$ cat src/common/boot_decode_pkg.sv
// package of constants for boot section address decode
package boot_decode_pkg;
	// variant selection
	localparam logic       VARIANT_32K          = 1'b0;
	localparam logic       VARIANT_64K          = 1'b1;
	// boot start per setting {hi,lo} = 11,10,01,00, 32K variant
	localparam logic [15:0] BOOT_START_32K_11   = 16'h3F00;
	localparam logic [15:0] BOOT_START_32K_10   = 16'h3E00;
	localparam logic [15:0] BOOT_START_32K_01   = 16'h3C00;
	localparam logic [15:0] BOOT_START_32K_00   = 16'h3800;
	localparam logic [15:0] FLASH_END_32K       = 16'h3FFF;
	// boot start per setting, 64K variant
	localparam logic [15:0] BOOT_START_64K_11   = 16'h7E00;
	localparam logic [15:0] BOOT_START_64K_10   = 16'h7C00;
	localparam logic [15:0] BOOT_START_64K_01   = 16'h7800;
	localparam logic [15:0] BOOT_START_64K_00   = 16'h7000;
	localparam logic [15:0] FLASH_END_64K       = 16'h7FFF;
	// boot sizes in words
	localparam logic [15:0] BOOT_WORDS_32K_11   = 16'h0100;
	localparam logic [15:0] BOOT_WORDS_32K_10   = 16'h0200;
	localparam logic [15:0] BOOT_WORDS_32K_01   = 16'h0400;
	localparam logic [15:0] BOOT_WORDS_32K_00   = 16'h0800;
	localparam logic [15:0] BOOT_WORDS_64K_11   = 16'h0200;
	localparam logic [15:0] BOOT_WORDS_64K_10   = 16'h0400;
	localparam logic [15:0] BOOT_WORDS_64K_01   = 16'h0800;
	localparam logic [15:0] BOOT_WORDS_64K_00   = 16'h1000;
	// read-while-write boundary, same for both variants
	localparam logic [15:0] STALLED_REGION_START = 16'h3800;
	// bytes per word
	localparam int          BYTES_PER_WORD      = 2;
	// pointer field positions, 32K variant
	localparam int          WORD_LSB            = 1;
	localparam int          WORD_MSB_32K        = 6;
	localparam int          PAGE_LSB_32K        = 7;
	localparam int          PAGE_MSB_32K        = 14;
	// pointer field positions, 64K variant (page field as printed, overlaps Z7)
	localparam int          WORD_MSB_64K        = 7;
	localparam int          PAGE_LSB_64K        = 7;
	localparam int          PAGE_MSB_64K        = 15;
	// reset value of boot setting (largest section, safest)
	localparam logic [1:0]  BOOT_SEL_RESET      = 2'h0;
endpackage : boot_decode_pkg

$ cat src/boot_size_table.sv
`timescale 1ns/1ps
// boot size table lookup: setting and variant to start and size
module boot_size_table (
	input  wire logic        i_variant,
	input  wire logic [1:0]  i_sel,
	output logic      [15:0] o_start,
	output logic      [15:0] o_words,
	output logic      [15:0] o_end
);
	// pure table, registered by the caller
	always_comb begin
		o_end = (i_variant == boot_decode_pkg::VARIANT_64K) ? boot_decode_pkg::FLASH_END_64K
			: boot_decode_pkg::FLASH_END_32K;
		unique case ({i_variant, i_sel})
			3'h3: begin
				o_start = boot_decode_pkg::BOOT_START_32K_11;
				o_words = boot_decode_pkg::BOOT_WORDS_32K_11;
			end
			3'h2: begin
				o_start = boot_decode_pkg::BOOT_START_32K_10;
				o_words = boot_decode_pkg::BOOT_WORDS_32K_10;
			end
			3'h1: begin
				o_start = boot_decode_pkg::BOOT_START_32K_01;
				o_words = boot_decode_pkg::BOOT_WORDS_32K_01;
			end
			3'h0: begin
				o_start = boot_decode_pkg::BOOT_START_32K_00;
				o_words = boot_decode_pkg::BOOT_WORDS_32K_00;
			end
			3'h7: begin
				o_start = boot_decode_pkg::BOOT_START_64K_11;
				o_words = boot_decode_pkg::BOOT_WORDS_64K_11;
			end
			3'h6: begin
				o_start = boot_decode_pkg::BOOT_START_64K_10;
				o_words = boot_decode_pkg::BOOT_WORDS_64K_10;
			end
			3'h5: begin
				o_start = boot_decode_pkg::BOOT_START_64K_01;
				o_words = boot_decode_pkg::BOOT_WORDS_64K_01;
			end
			3'h4: begin
				o_start = boot_decode_pkg::BOOT_START_64K_00;
				o_words = boot_decode_pkg::BOOT_WORDS_64K_00;
			end
		endcase
	end
endmodule : boot_size_table

$ cat src/boot_section_address_decode.sv
`timescale 1ns/1ps
// boot section, read-while-write and pointer field decode for self-programming
// Overview of operation
// - 32K: settings 11..00 give boot 256..2048 words from 0x3F00..0x3800 to 0x3FFF.
// - 64K: settings give boot 512..4096 words from 0x7E00..0x7000; application below.
// - 32K: words 0x3800-0x3FFF stall reads during writes; lower words do not.
// - 32K: 14-bit counter, 64-word pages, word Z6:Z1, page Z14:Z7.
// - 64K: 15-bit counter, 128-word pages, word Z7:Z1, page Z15:Z7 as printed.
// - counter bit n maps to pointer bit n+1; pointer bit zero is not part of the word address.
// - pointer bit zero selects the byte of a load; stores need it zero.
// - page field picks erase/write page; word field picks buffer word.
// - boundaries and sizes count 16-bit words of two bytes.
module boot_section_address_decode #(
	parameter logic VARIANT = boot_decode_pkg::VARIANT_32K
) (
	input  wire logic        i_clk,
	input  wire logic        i_rst_b,
	input  wire logic        i_boot_size_sel_hi,
	input  wire logic        i_boot_size_sel_lo,
	input  wire logic [15:0] i_pointer,
	input  wire logic        i_store_req,
	input  wire logic        i_page_write,
	input  wire logic        i_load_req,
	output logic      [15:0] o_boot_start,
	output logic      [15:0] o_app_end,
	output logic      [15:0] o_boot_words,
	output logic      [16:0] o_boot_bytes,
	output logic      [15:0] o_word_addr,
	output logic      [8:0]  o_page_select_field,
	output logic      [6:0]  o_word_select_field,
	output logic             o_byte_select,
	output logic             o_in_boot,
	output logic             o_stalled_read_region,
	output logic             o_concurrent_read_region,
	output logic             o_store_valid,
	output logic             o_store_misaligned,
	output logic             o_page_write_offset_err,
	output logic             o_load_valid
);
	// width of program counter and page-word field per variant
	localparam int CTR_W  = (VARIANT == boot_decode_pkg::VARIANT_64K) ? 15 : 14;
	localparam int WORD_W = (VARIANT == boot_decode_pkg::VARIANT_64K) ? 7 : 6;
	localparam int SEL_W  = 2; // one hi and one lo setting pin

	// timing seen by the core:
	// - every output is a flop, so each answer trails its request by one edge
	// - the setting pins pass two flops, then are frozen at the first edge
	//   after reset release; boundaries are valid from the second edge on
	// - requests earlier than the second edge after release are not echoed
	//   on the valid strobes, because the section table is not settled yet
	// - misuse (odd pointer on a store, nonzero word on a page write) is
	//   flagged for one cycle but never blocked; the core owns the policy
	// - pointer bits above the counter width are dropped from the word address,
	//   so an address beyond the flash folds back rather than saturating
	// - the region split is fixed, the boot section is not: both are decoded
	//   from the same word address so their flags always line up

	// fuse pins are static straps but still come from outside: two flops
	logic [1:0]  sel_meta_reg;
	logic [1:0]  sel_sync_reg;
	logic [1:0]  sel_pins;
	logic        sampled_reg;
	logic [1:0]  boot_sel_reg;
	logic [15:0] tbl_start;
	logic [15:0] tbl_words;
	logic [15:0] tbl_end;
	logic [15:0] word_addr;
	logic [8:0]  page_field;
	logic [6:0]  word_field;

	// setting pins gathered into one vector, hi pin on top
	assign sel_pins = {i_boot_size_sel_hi, i_boot_size_sel_lo};

	// synchroniser for the setting pins, one flop pair per pin
	// deliberately not reset: the pins must already be through both flops
	// while reset is held, or the sample at the first edge after release
	// would read cleared flops and every part would boot with setting 00
	for (genvar sel_bit = 0; sel_bit < SEL_W; sel_bit++) begin : g_sel_sync
		always_ff @(posedge i_clk) begin
			sel_meta_reg[sel_bit] <= sel_pins[sel_bit];
			sel_sync_reg[sel_bit] <= sel_meta_reg[sel_bit];
		end
	end

	// latch once after reset release; later pin motion is ignored
	// freezing here, rather than decoding the live pins, keeps a bouncing
	// strap from moving the boot vector under running code
	always_ff @(posedge i_clk) begin
		if (!i_rst_b) begin
			sampled_reg  <= 1'b0;
			boot_sel_reg <= boot_decode_pkg::BOOT_SEL_RESET;
		end else if (!sampled_reg) begin
			sampled_reg  <= 1'b1;
			boot_sel_reg <= sel_sync_reg;
		end
	end

	// start, size and last word of the boot section for the frozen setting;
	// the table is pure logic and its results are registered below
	boot_size_table u_table (
		.i_variant (VARIANT),
		.i_sel     (boot_sel_reg),
		.o_start   (tbl_start),
		.o_words   (tbl_words),
		.o_end     (tbl_end)
	);

	// stalled region is a fixed boundary, so the two region flags are exact
	// complements; one helper keeps them from drifting apart
	function automatic logic in_stalled_region(input logic [15:0] addr);
		return addr >= boot_decode_pkg::STALLED_REGION_START;
	endfunction : in_stalled_region

	// inclusive span test used for the boot section
	function automatic logic in_span(input logic [15:0] addr, input logic [15:0] first, input logic [15:0] last);
		return (addr >= first) && (addr <= last);
	endfunction : in_span

	// pointer bit n+1 carries counter bit n; bits above the counter drop out
	always_comb begin
		word_addr            = 16'h0000;
		word_addr[CTR_W-1:0] = i_pointer[CTR_W:1];
	end

	// page and word fields sit at different places on the two sizes, so the
	// split is chosen at elaboration and the unused upper field bits are zero
	if (VARIANT == boot_decode_pkg::VARIANT_64K) begin : g_fields_64k
		// page field taken as printed, so Z7 lands in both fields
		always_comb begin
			page_field = i_pointer[boot_decode_pkg::PAGE_MSB_64K:boot_decode_pkg::PAGE_LSB_64K];
			word_field = i_pointer[boot_decode_pkg::WORD_MSB_64K:boot_decode_pkg::WORD_LSB];
		end
	end else begin : g_fields_32k
		// top bits of both fields stay zero on the smaller part
		always_comb begin
			page_field      = 9'h000;
			word_field      = 7'h00;
			page_field[7:0] = i_pointer[boot_decode_pkg::PAGE_MSB_32K:boot_decode_pkg::PAGE_LSB_32K];
			word_field[5:0] = i_pointer[boot_decode_pkg::WORD_MSB_32K:boot_decode_pkg::WORD_LSB];
		end
	end

	// section boundaries, held constant after the sample
	// the application owns every word below the boot start; the byte count
	// is one bit wider than the word count so the largest section still fits
	always_ff @(posedge i_clk) begin
		if (!i_rst_b) begin
			o_boot_start <= 16'h0000;
			o_app_end    <= 16'h0000;
			o_boot_words <= 16'h0000;
			o_boot_bytes <= 17'h00000;
		end else begin
			o_boot_start <= tbl_start;
			o_app_end    <= tbl_start - 16'h0001;
			o_boot_words <= tbl_words;
			o_boot_bytes <= 17'(tbl_words * boot_decode_pkg::BYTES_PER_WORD);
		end
	end

	// per-access address and field decode, one cycle of latency
	always_ff @(posedge i_clk) begin
		if (!i_rst_b) begin
			o_word_addr         <= 16'h0000;
			o_page_select_field <= 9'h000;
			o_word_select_field <= 7'h00;
			o_byte_select       <= 1'b0;
		end else begin
			o_word_addr         <= word_addr;
			o_page_select_field <= page_field;
			o_word_select_field <= word_field;
			o_byte_select       <= i_pointer[0];
		end
	end

	// per-access section and region flags, aligned with o_word_addr
	// the region split does not move with the boot size, so a small boot
	// section still leaves application pages in the stalled region
	always_ff @(posedge i_clk) begin
		if (!i_rst_b) begin
			o_in_boot                <= 1'b0;
			o_stalled_read_region    <= 1'b0;
			o_concurrent_read_region <= 1'b0;
		end else begin
			o_in_boot                <= in_span(word_addr, tbl_start, tbl_end);
			o_stalled_read_region    <= in_stalled_region(word_addr);
			o_concurrent_read_region <= !in_stalled_region(word_addr);
		end
	end

	// store strobes; misuse is flagged, not blocked, so the core decides
	// the misuse flags are not gated by the sample: a bad pointer is bad
	// whatever the section table says
	always_ff @(posedge i_clk) begin
		if (!i_rst_b) begin
			o_store_valid           <= 1'b0;
			o_store_misaligned      <= 1'b0;
			o_page_write_offset_err <= 1'b0;
		end else begin
			o_store_valid           <= i_store_req && sampled_reg;
			o_store_misaligned      <= i_store_req && i_pointer[0];
			o_page_write_offset_err <= i_store_req && i_page_write && (word_field != 7'h00);
		end
	end

	// load strobe; the byte half is chosen by the core from o_byte_select
	always_ff @(posedge i_clk) begin
		if (!i_rst_b) begin
			o_load_valid <= 1'b0;
		end else begin
			o_load_valid <= i_load_req && sampled_reg;
		end
	end

	// only the two flash sizes have a decode table; refuse anything else
	if (CTR_W != 14 && CTR_W != 15) begin : g_bad_counter
		$error("unsupported program counter width");
	end
	if (CTR_W - WORD_W != 8) begin : g_bad_page
		$error("page field does not fit the counter");
	end
endmodule : boot_section_address_decode

$ cat config.mk
export PLATFORM = sky130hd
export DESIGN_NAME = boot_section_address_decode
export DESIGN_NICKNAME = d
export VERILOG_FILES = /design/src/common/boot_decode_pkg.sv /design/src/boot_size_table.sv /design/src/boot_section_address_decode.sv
export SDC_FILE = /design/constraint.sdc
export NUM_CORES = 1
export LEC_CHECK = 0
export ABC_AREA = 1
export BUFFER_PORTS_ARGS = -buffer_cell sky130_fd_sc_hd__buf_2
export CORE_MARGIN = 1.5
export CORE_UTILIZATION = 52
export DETAILED_ROUTE_END_ITERATION = 8
export PLACE_DENSITY = 0.89
export SYNTH_ARGS = -nofsm -noshare
export SYNTH_HDL_FRONTEND = slang
export SYNTH_HIERARCHICAL = 1
export SYNTH_SLANG_ARGS = --single-unit
$ cat constraint.sdc
create_clock -name i_clk -period 2.08 [get_ports i_clk]
set_input_delay 0.104 -clock i_clk [delete_from_list [all_inputs] [get_ports i_clk]]
set_output_delay 0.104 -clock i_clk [all_outputs]
set_load 0.02 [all_outputs]
==> impl_metrics.json, run 1 <==
{
  "rows": 31,
  "die_h_microns": 88.8,
  "worstSkewPairLatency_ns": 0.35,
  "crit_arrival_ns": 1.89,
  "cts_buffers": 9,
  "vias": 3138,
  "drcViolationCount": 0,
  "power_density_mw_per_mm2": 750,
  "viasPerCell": 4.33,
  "skew_ns": 0.00537,
  "synth_cells": 503,
  "core_area_sq_mm": 0.00718,
  "root_buffer": "clkbuf_8",
  "port_buffers": 121,
  "min_from": "i_pointer[5]",
  "antenna_found_initial": 0,
  "critPathLaunch": "boot_sel_reg[1]",
  "clkTransAtPathRegs_ns": 0.08,
  "cp-endpoint": "o_in_boot",
  "cts.sinks": 77,
  "fin_crit_ns": 1.65,
  "synth_edf_count": 0,
  "cp_data_required_time_ns": 2.33,
  "synth_top_area_cell": "dfxtp_1",
  "rrSetupSlack_ns": 0.43,
  "grt_busiest_layer": "met2",
  "postCtsSetupRepairBufs": 0,
  "drive_gt1_share_pct": 24.8,
  "grt_setup_unrepaired": "false",
  "ys_seq_area_share_pct": 40.3,
  "cp_max_fo": 6,
  "async_flop_share_pct": 0,
  "cts_resized": 0,
  "dieArea_sq_mm": 0.00789,
  "end_kind": "register",
  "grt_pass1_vias": 2814,
  "synth.cell_area_sq_mm": 0.00383,
  "tns_ns": 0,
  "p_leak_nw": 2.98,
  "synth_ff_type": "dfxtp_1",
  "synth_area_per_cell_sq_um": 7.61,
  "first_iter_violations": 156,
  "io_pins": 128,
  "synth_cell_types": 29,
  "dieWidth_microns": 88.8,
  "dp_hpwl_microns": 5910,
  "grt_max_degree": 23,
  "r2r_cells": 10,
  "min_path_type": "input pin to register",
  "use_met1_pct": 22.0,
  "yosysTopAreaCellShare_pct": 40.3,
  "track_usage_pct": 20.6,
  "grtUsageMet3_pct": 6.62,
  "ant_nets": 0,
  "start_util_pct": 53.4,
  "ys_ff_latch": 77,
  "crit_type": "register to register",
  "grt_pass1_wl_microns": 12200,
  "wl_per_cell_microns": 11.1,
  "finalHoldViolCount": 0,
  "regArea_sq_mm": 0.00154,
  "antennaDiodeCount": 0,
  "grt-ovfl-total": 0,
  "regToRegEndpoint": "o_in_boot",
  "htree_levels": 3,
  "cts_tree": "yes",
  "nFillCells": 574,
  "timing.fmax_ghz": 0.607,
  "cap_viol_max_count": 0,
  "clock_path_buffers": 2,
  "wl_microns": 8050,
  "finalHoldWorstSlack_ns": 0.0130,
  "min_period_over_period_pct": 79.2,
  "r2r-start": "boot_sel_reg[1]",
  "finalSetupViolCount": 0,
  "area_growth_pct": 19.2,
  "ys.warnings.count": 6,
  "vdd_drop_max_mv": 0.289,
  "final_max_slew_viol_count": 0,
  "synthTopCellsByArea": "dfxtp_1 (40%), buf_4 (15%), nand2_1 (10%), ha_1 (9.5%), inv_1 (9.4%)",
  "gp_congestion": 0.874,
  "multi_input_area_sq_mm": 0.00150,
  "drt_first_pass_iters": 4,
  "grt_use_met2_pct": 36.1,
  "status": "finished, final reports clean",
  "largestRegisters": "o_app_end x16, o_boot_bytes x16, o_boot_start x16",
  "layout.nets": 672,
  "start_kind": "register"
}
==> worst min-delay path by stage <==
stage	to	slack, ns	depth (start not counted)
floorplan	sampled_reg	0.13	0
global placement	sel_meta_reg[0]	0.21	1
detailed placement	sel_meta_reg[0]	0.21	1
CTS	o_word_addr[13]	0.004	3
global route	o_word_addr[4]	0.007	3
finish	o_word_addr[4]	0.01	3
==> timing repair <==
action,CTS,global route
setup endpoints to repair,0,0
hold buffers,16,1
hold endpoints to repair,16,1
==> cell type report <==
type / count / area share [%]
inverter: 97 / 7.98
tap: 99 / 2.72
multi-input combinational: 293 / 33.0
timing repair buffer: 142 / 17.7
sequential: 77 / 33.8
clock inverter: 7 / 2.17
clock buffer: 9 / 2.72
==> critical path: stages (launching register included) <==
cell,delay (ns)
dfxtp_1,0.41
inv_1,0.13
a21oi_1,0.21
inv_1,0.07
ha_1,0.29
a21oi_1,0.15
nor3_1,0.06
nor2_1,0.09
nand2_1,0.05
nand2_1,0.05
nor2_1,0.04
==> kinds of logic after synthesis <==
logic type	after synthesis	synth area share, %
buf+inv	180	25.1
simple gates	176	19.6
flops	77	40.3
compound gates	36	4.84
fa+ha+maj	29	9.48
other cells	3	0.294
xor+xnor	2	0.458
==> where the power goes <==
group	leakage, nW	switching, mW	internal, mW
clock	0.110	0.564	0.681
combinational	2.23	0.393	0.204
sequential	0.640	0.0281	1.55
total	2.98	0.985	2.44
==> metrics by stage <==
step / total power, mW / cells / worst slack (ns) / instance area (sq um) / utilization (%)
2_1_floorplan: 2.09 / 550 / 0.453 / 4010 / -
3_3_place_gp: 2.14 / 691 / 0.498 / 4170 / 58.1
3_5_place_dp: 2.16 / 691 / 0.440 / 4170 / 58.1
4_1_cts: 3.41 / 723 / 0.425 / 4550 / 63.4
5_1_grt: 3.59 / 724 / 0.239 / 4560 / 63.6
6_report: 3.42 / 724 / 0.433 / 4560 / 63.6
==> placed cells by master, fill, tap and decap left out <==
cell / instances
and3_1: 1
dfxtp_1: 77
a21oi_1: 20
inv_2: 1
nor4_1: 1
nor2_4: 3
inv_1: 96
clkinv_4: 2
nor2_2: 4
o21ai_0: 12
nand3_2: 1
dlygate4sd3_1: 17
xor2_1: 1
nand2_2: 3
clkinvlp_4: 1
a21boi_0: 1
ha_1: 29
o21ai_1: 2
a21o_1: 1
and2_1: 1
buf_2: 121
inv_6: 1
or2_2: 1
clkbuf_8: 9
buf_4: 4
conb_1: 50
nand4_1: 4
nor3_1: 2
nor2_1: 37
clkinv_2: 1
bufinv_16: 2
nor3_2: 1
nand2_1: 105
nand3_1: 12
xnor2_1: 1
==> Yosys cell counts (all sizes together), types with 3 or more instances <==
cell type    n
nor3         3
nand4        4
nand3       13
inv         97
a21oi       20
conb         3
o21ai       14
nor2        44
ha          29
dfxtp       77
nand2      108
buf         77
clkbuf       6
==> layer usage <==
layer  wire, microns  share of wire, %
met4             225               2.8
met2            4140                51
met3             483               6.0
met1            3200                40
met5               0                 0
(Power assumes the default switching activity.)
==> run 2, diff against run 1 <==
--- a/config.mk
+++ b/config.mk
@@ -8,9 +8,9 @@
 export ABC_AREA = 1
 export BUFFER_PORTS_ARGS = -buffer_cell sky130_fd_sc_hd__buf_2
 export CORE_MARGIN = 1.5
-export CORE_UTILIZATION = 52
+export CORE_UTILIZATION = 47
 export DETAILED_ROUTE_END_ITERATION = 8
-export PLACE_DENSITY = 0.89
+export PLACE_DENSITY = 0.85
 export SYNTH_ARGS = -nofsm -noshare
 export SYNTH_HDL_FRONTEND = slang
 export SYNTH_HIERARCHICAL = 1
==> constraint.sdc (replaced) <==
create_clock -name i_clk -period 1.5 [get_ports i_clk]
set_input_delay 0.075 -clock i_clk [delete_from_list [all_inputs] [get_ports i_clk]]
set_output_delay 0.075 -clock i_clk [all_outputs]
set_load 0.02 [all_outputs]
==> run 2 against run 1 <==
  * Via count rose by 2.0%
  * Flip-flop and latch count stayed put
  * Sequential power rose by 39%
  * Hold slack improved by 0.032 ns
  * Routed wire length rose by 6.1%
  * Die area up 10%
  * The run now ends with setup timing left
  * Setup slack got worse by 0.44 ns
  * Combinational power grew 51%
  * Register-to-register slack worse by 0.44 ns
==> impl_metrics.json, run 2 (same netlist as run 1, synthesis figures left out) <==
{
  "status": "finished, violations left",
  "violations": "setup timing",
  "drive_gt1_share_pct": 28.0,
  "crit_top_cell": "nand2_1",
  "setup_ws_ns": -0.0105,
  "placed_area_sq_mm": 0.00423,
  "clock_path_buffers": 2,
  "crit_path_max_incr_delay_ns": 0.36,
  "area_growth_pct": 23.6,
  "wl_microns": 8540,
  "cpMaxStageDelayCell": "dfxtp_2",
  "start_util_pct": 49.0,
  "cp_data_required_time_ns": 1.79,
  "finalSetupViolCount": 1,
  "finalHoldViolCount": 0,
  "vdd_drop_max_mv": 0.471,
  "cts.sinks": 77,
  "worstSkewPairLatency_ns": 0.35,
  "antenna_found_initial": 0,
  "grt_pass1_wl_microns": 13300,
  "root_buffer": "clkbuf_8",
  "track_usage_pct": 19.8,
  "power_mw": 4.77,
  "crit_buf_inv": 2,
  "min_period_over_period_pct": 101,
  "start_kind": "register",
  "crit_arrival_ns": 1.80,
  "fin_crit_ns": 1.51,
  "drt_first_pass_iters": 4,
  "min_path_type": "input pin to register",
  "cts_buffers": 9,
  "dp_hpwl_microns": 5900,
  "core_area_sq_mm": 0.00781,
  "gp_congestion": 0.895,
  "dieWidth_microns": 93.3,
  "skew_ns": 0.00294,
  "crit_type": "register to register",
  "viasPerCell": 4.40,
  "tns_ns": -0.0105,
  "clkTransAtPathRegs_ns": 0.08,
  "path_cells": "inv_4 > a21oi_4 > inv_2 > ha_4 > nand2_2 > nor3_2 > nand2_1 > nand2_1 > nand2_1 > nor2_1",
  "largestRegisters": "o_app_end x16, o_boot_bytes x16, o_boot_start x16",
  "first_iter_violations": 214,
  "vias": 3201,
  "grt_pass1_vias": 3017,
  "timing.fmax_ghz": 0.662,
  "cap_viol_max_count": 0,
  "cts_tree": "yes",
  "grt-ovfl-total": 0,
  "ant_nets": 0,
  "io_pins": 128,
  "rows": 32,
  "cp_max_fo": 5,
  "preCtsSetupSlack_ns": 0.0525,
  "power_density_mw_per_mm2": 1010,
  "grt_max_degree": 28,
  "port_buffers": 121,
  "final_max_slew_viol_count": 0,
  "final_cell_mix": "buf_2 (114), nand2_1 (102), inv_1 (92), dfxtp_1 (75), conb_1 (50)",
  "end_kind": "register",
  "dieArea_sq_mm": 0.00870,
  "cp_top_family": "simple AND/OR/NAND/NOR gates",
  "die_h_microns": 93.3,
  "htree_levels": 3,
  "final_area_sq_mm": 0.00473,
  "rrSetupSlack_ns": -0.01,
  "drcViolationCount": 0,
  "final_common_cell": "buf_2",
  "layout.nets": 673,
  "p_leak_nw": 3.02,
  "antennaDiodeCount": 0,
  "wl_per_cell_microns": 11.7
}
-- run 2: worst paths after layout --
check                   from               to  cells after the start
min reg2reg  sel_meta_reg[0]  sel_sync_reg[0]                      0
max          boot_sel_reg[1]        o_in_boot                     10
min                  i_rst_b      sampled_reg                      1
max reg2reg  boot_sel_reg[1]        o_in_boot                     10
-- run 2: layer usage --
layer | track usage [%] | wire length (microns) | vias to the layer above
met2 | 35.8 | 4330 | 119
met3 | 5.45 | 499 | 25
li1 | - | - | 1622
met4 | 9.22 | 270 | 0
met1 | 21.1 | 3440 | 1435
met5 | 0 | 0 | -
-- run 2: area by class of cell --
| type | instances | area (sq um) |
|---|---|---|
| timing repair buffer | 143 | 858 |
| clock inverter | 4 | 53.8 |
| fill | 649 | 3080 |
| tap | 102 | 128 |
| inverter | 97 | 367 |
| sequential | 77 | 1540 |
| multi-input combinational | 293 | 1620 |
| clock buffer | 12 | 165 |
-- run 2: power by group --
| group | total, mW | switching [mW] | internal [mW] |
|---|---|---|---|
| registers | 2.19 | 0.0381 | 2.15 |
| logic | 0.902 | 0.582 | 0.320 |
| clock network | 1.68 | 0.770 | 0.911 |
-- run 2: stage by stage --
stage / cells / hold slack, ns / util, %
finish: 728 / 0.0451 / 60.6
global placement: 697 / 0.180 / 54.1
CTS: 733 / 0.0374 / 59.5
global route: 728 / 0.0540 / 60.6
detailed placement: 697 / 0.180 / 54.1
floorplan: 550 / 0.103 / -
-- run 2: timing repair --
item / 4_1_cts / 5_1_grt
setup endpoints to repair: 0 / 1
buffers inserted: 0 / 1
resized for setup: 0 / 25
hold buffers: 20 / 0
hold endpoints to repair: 21 / 0
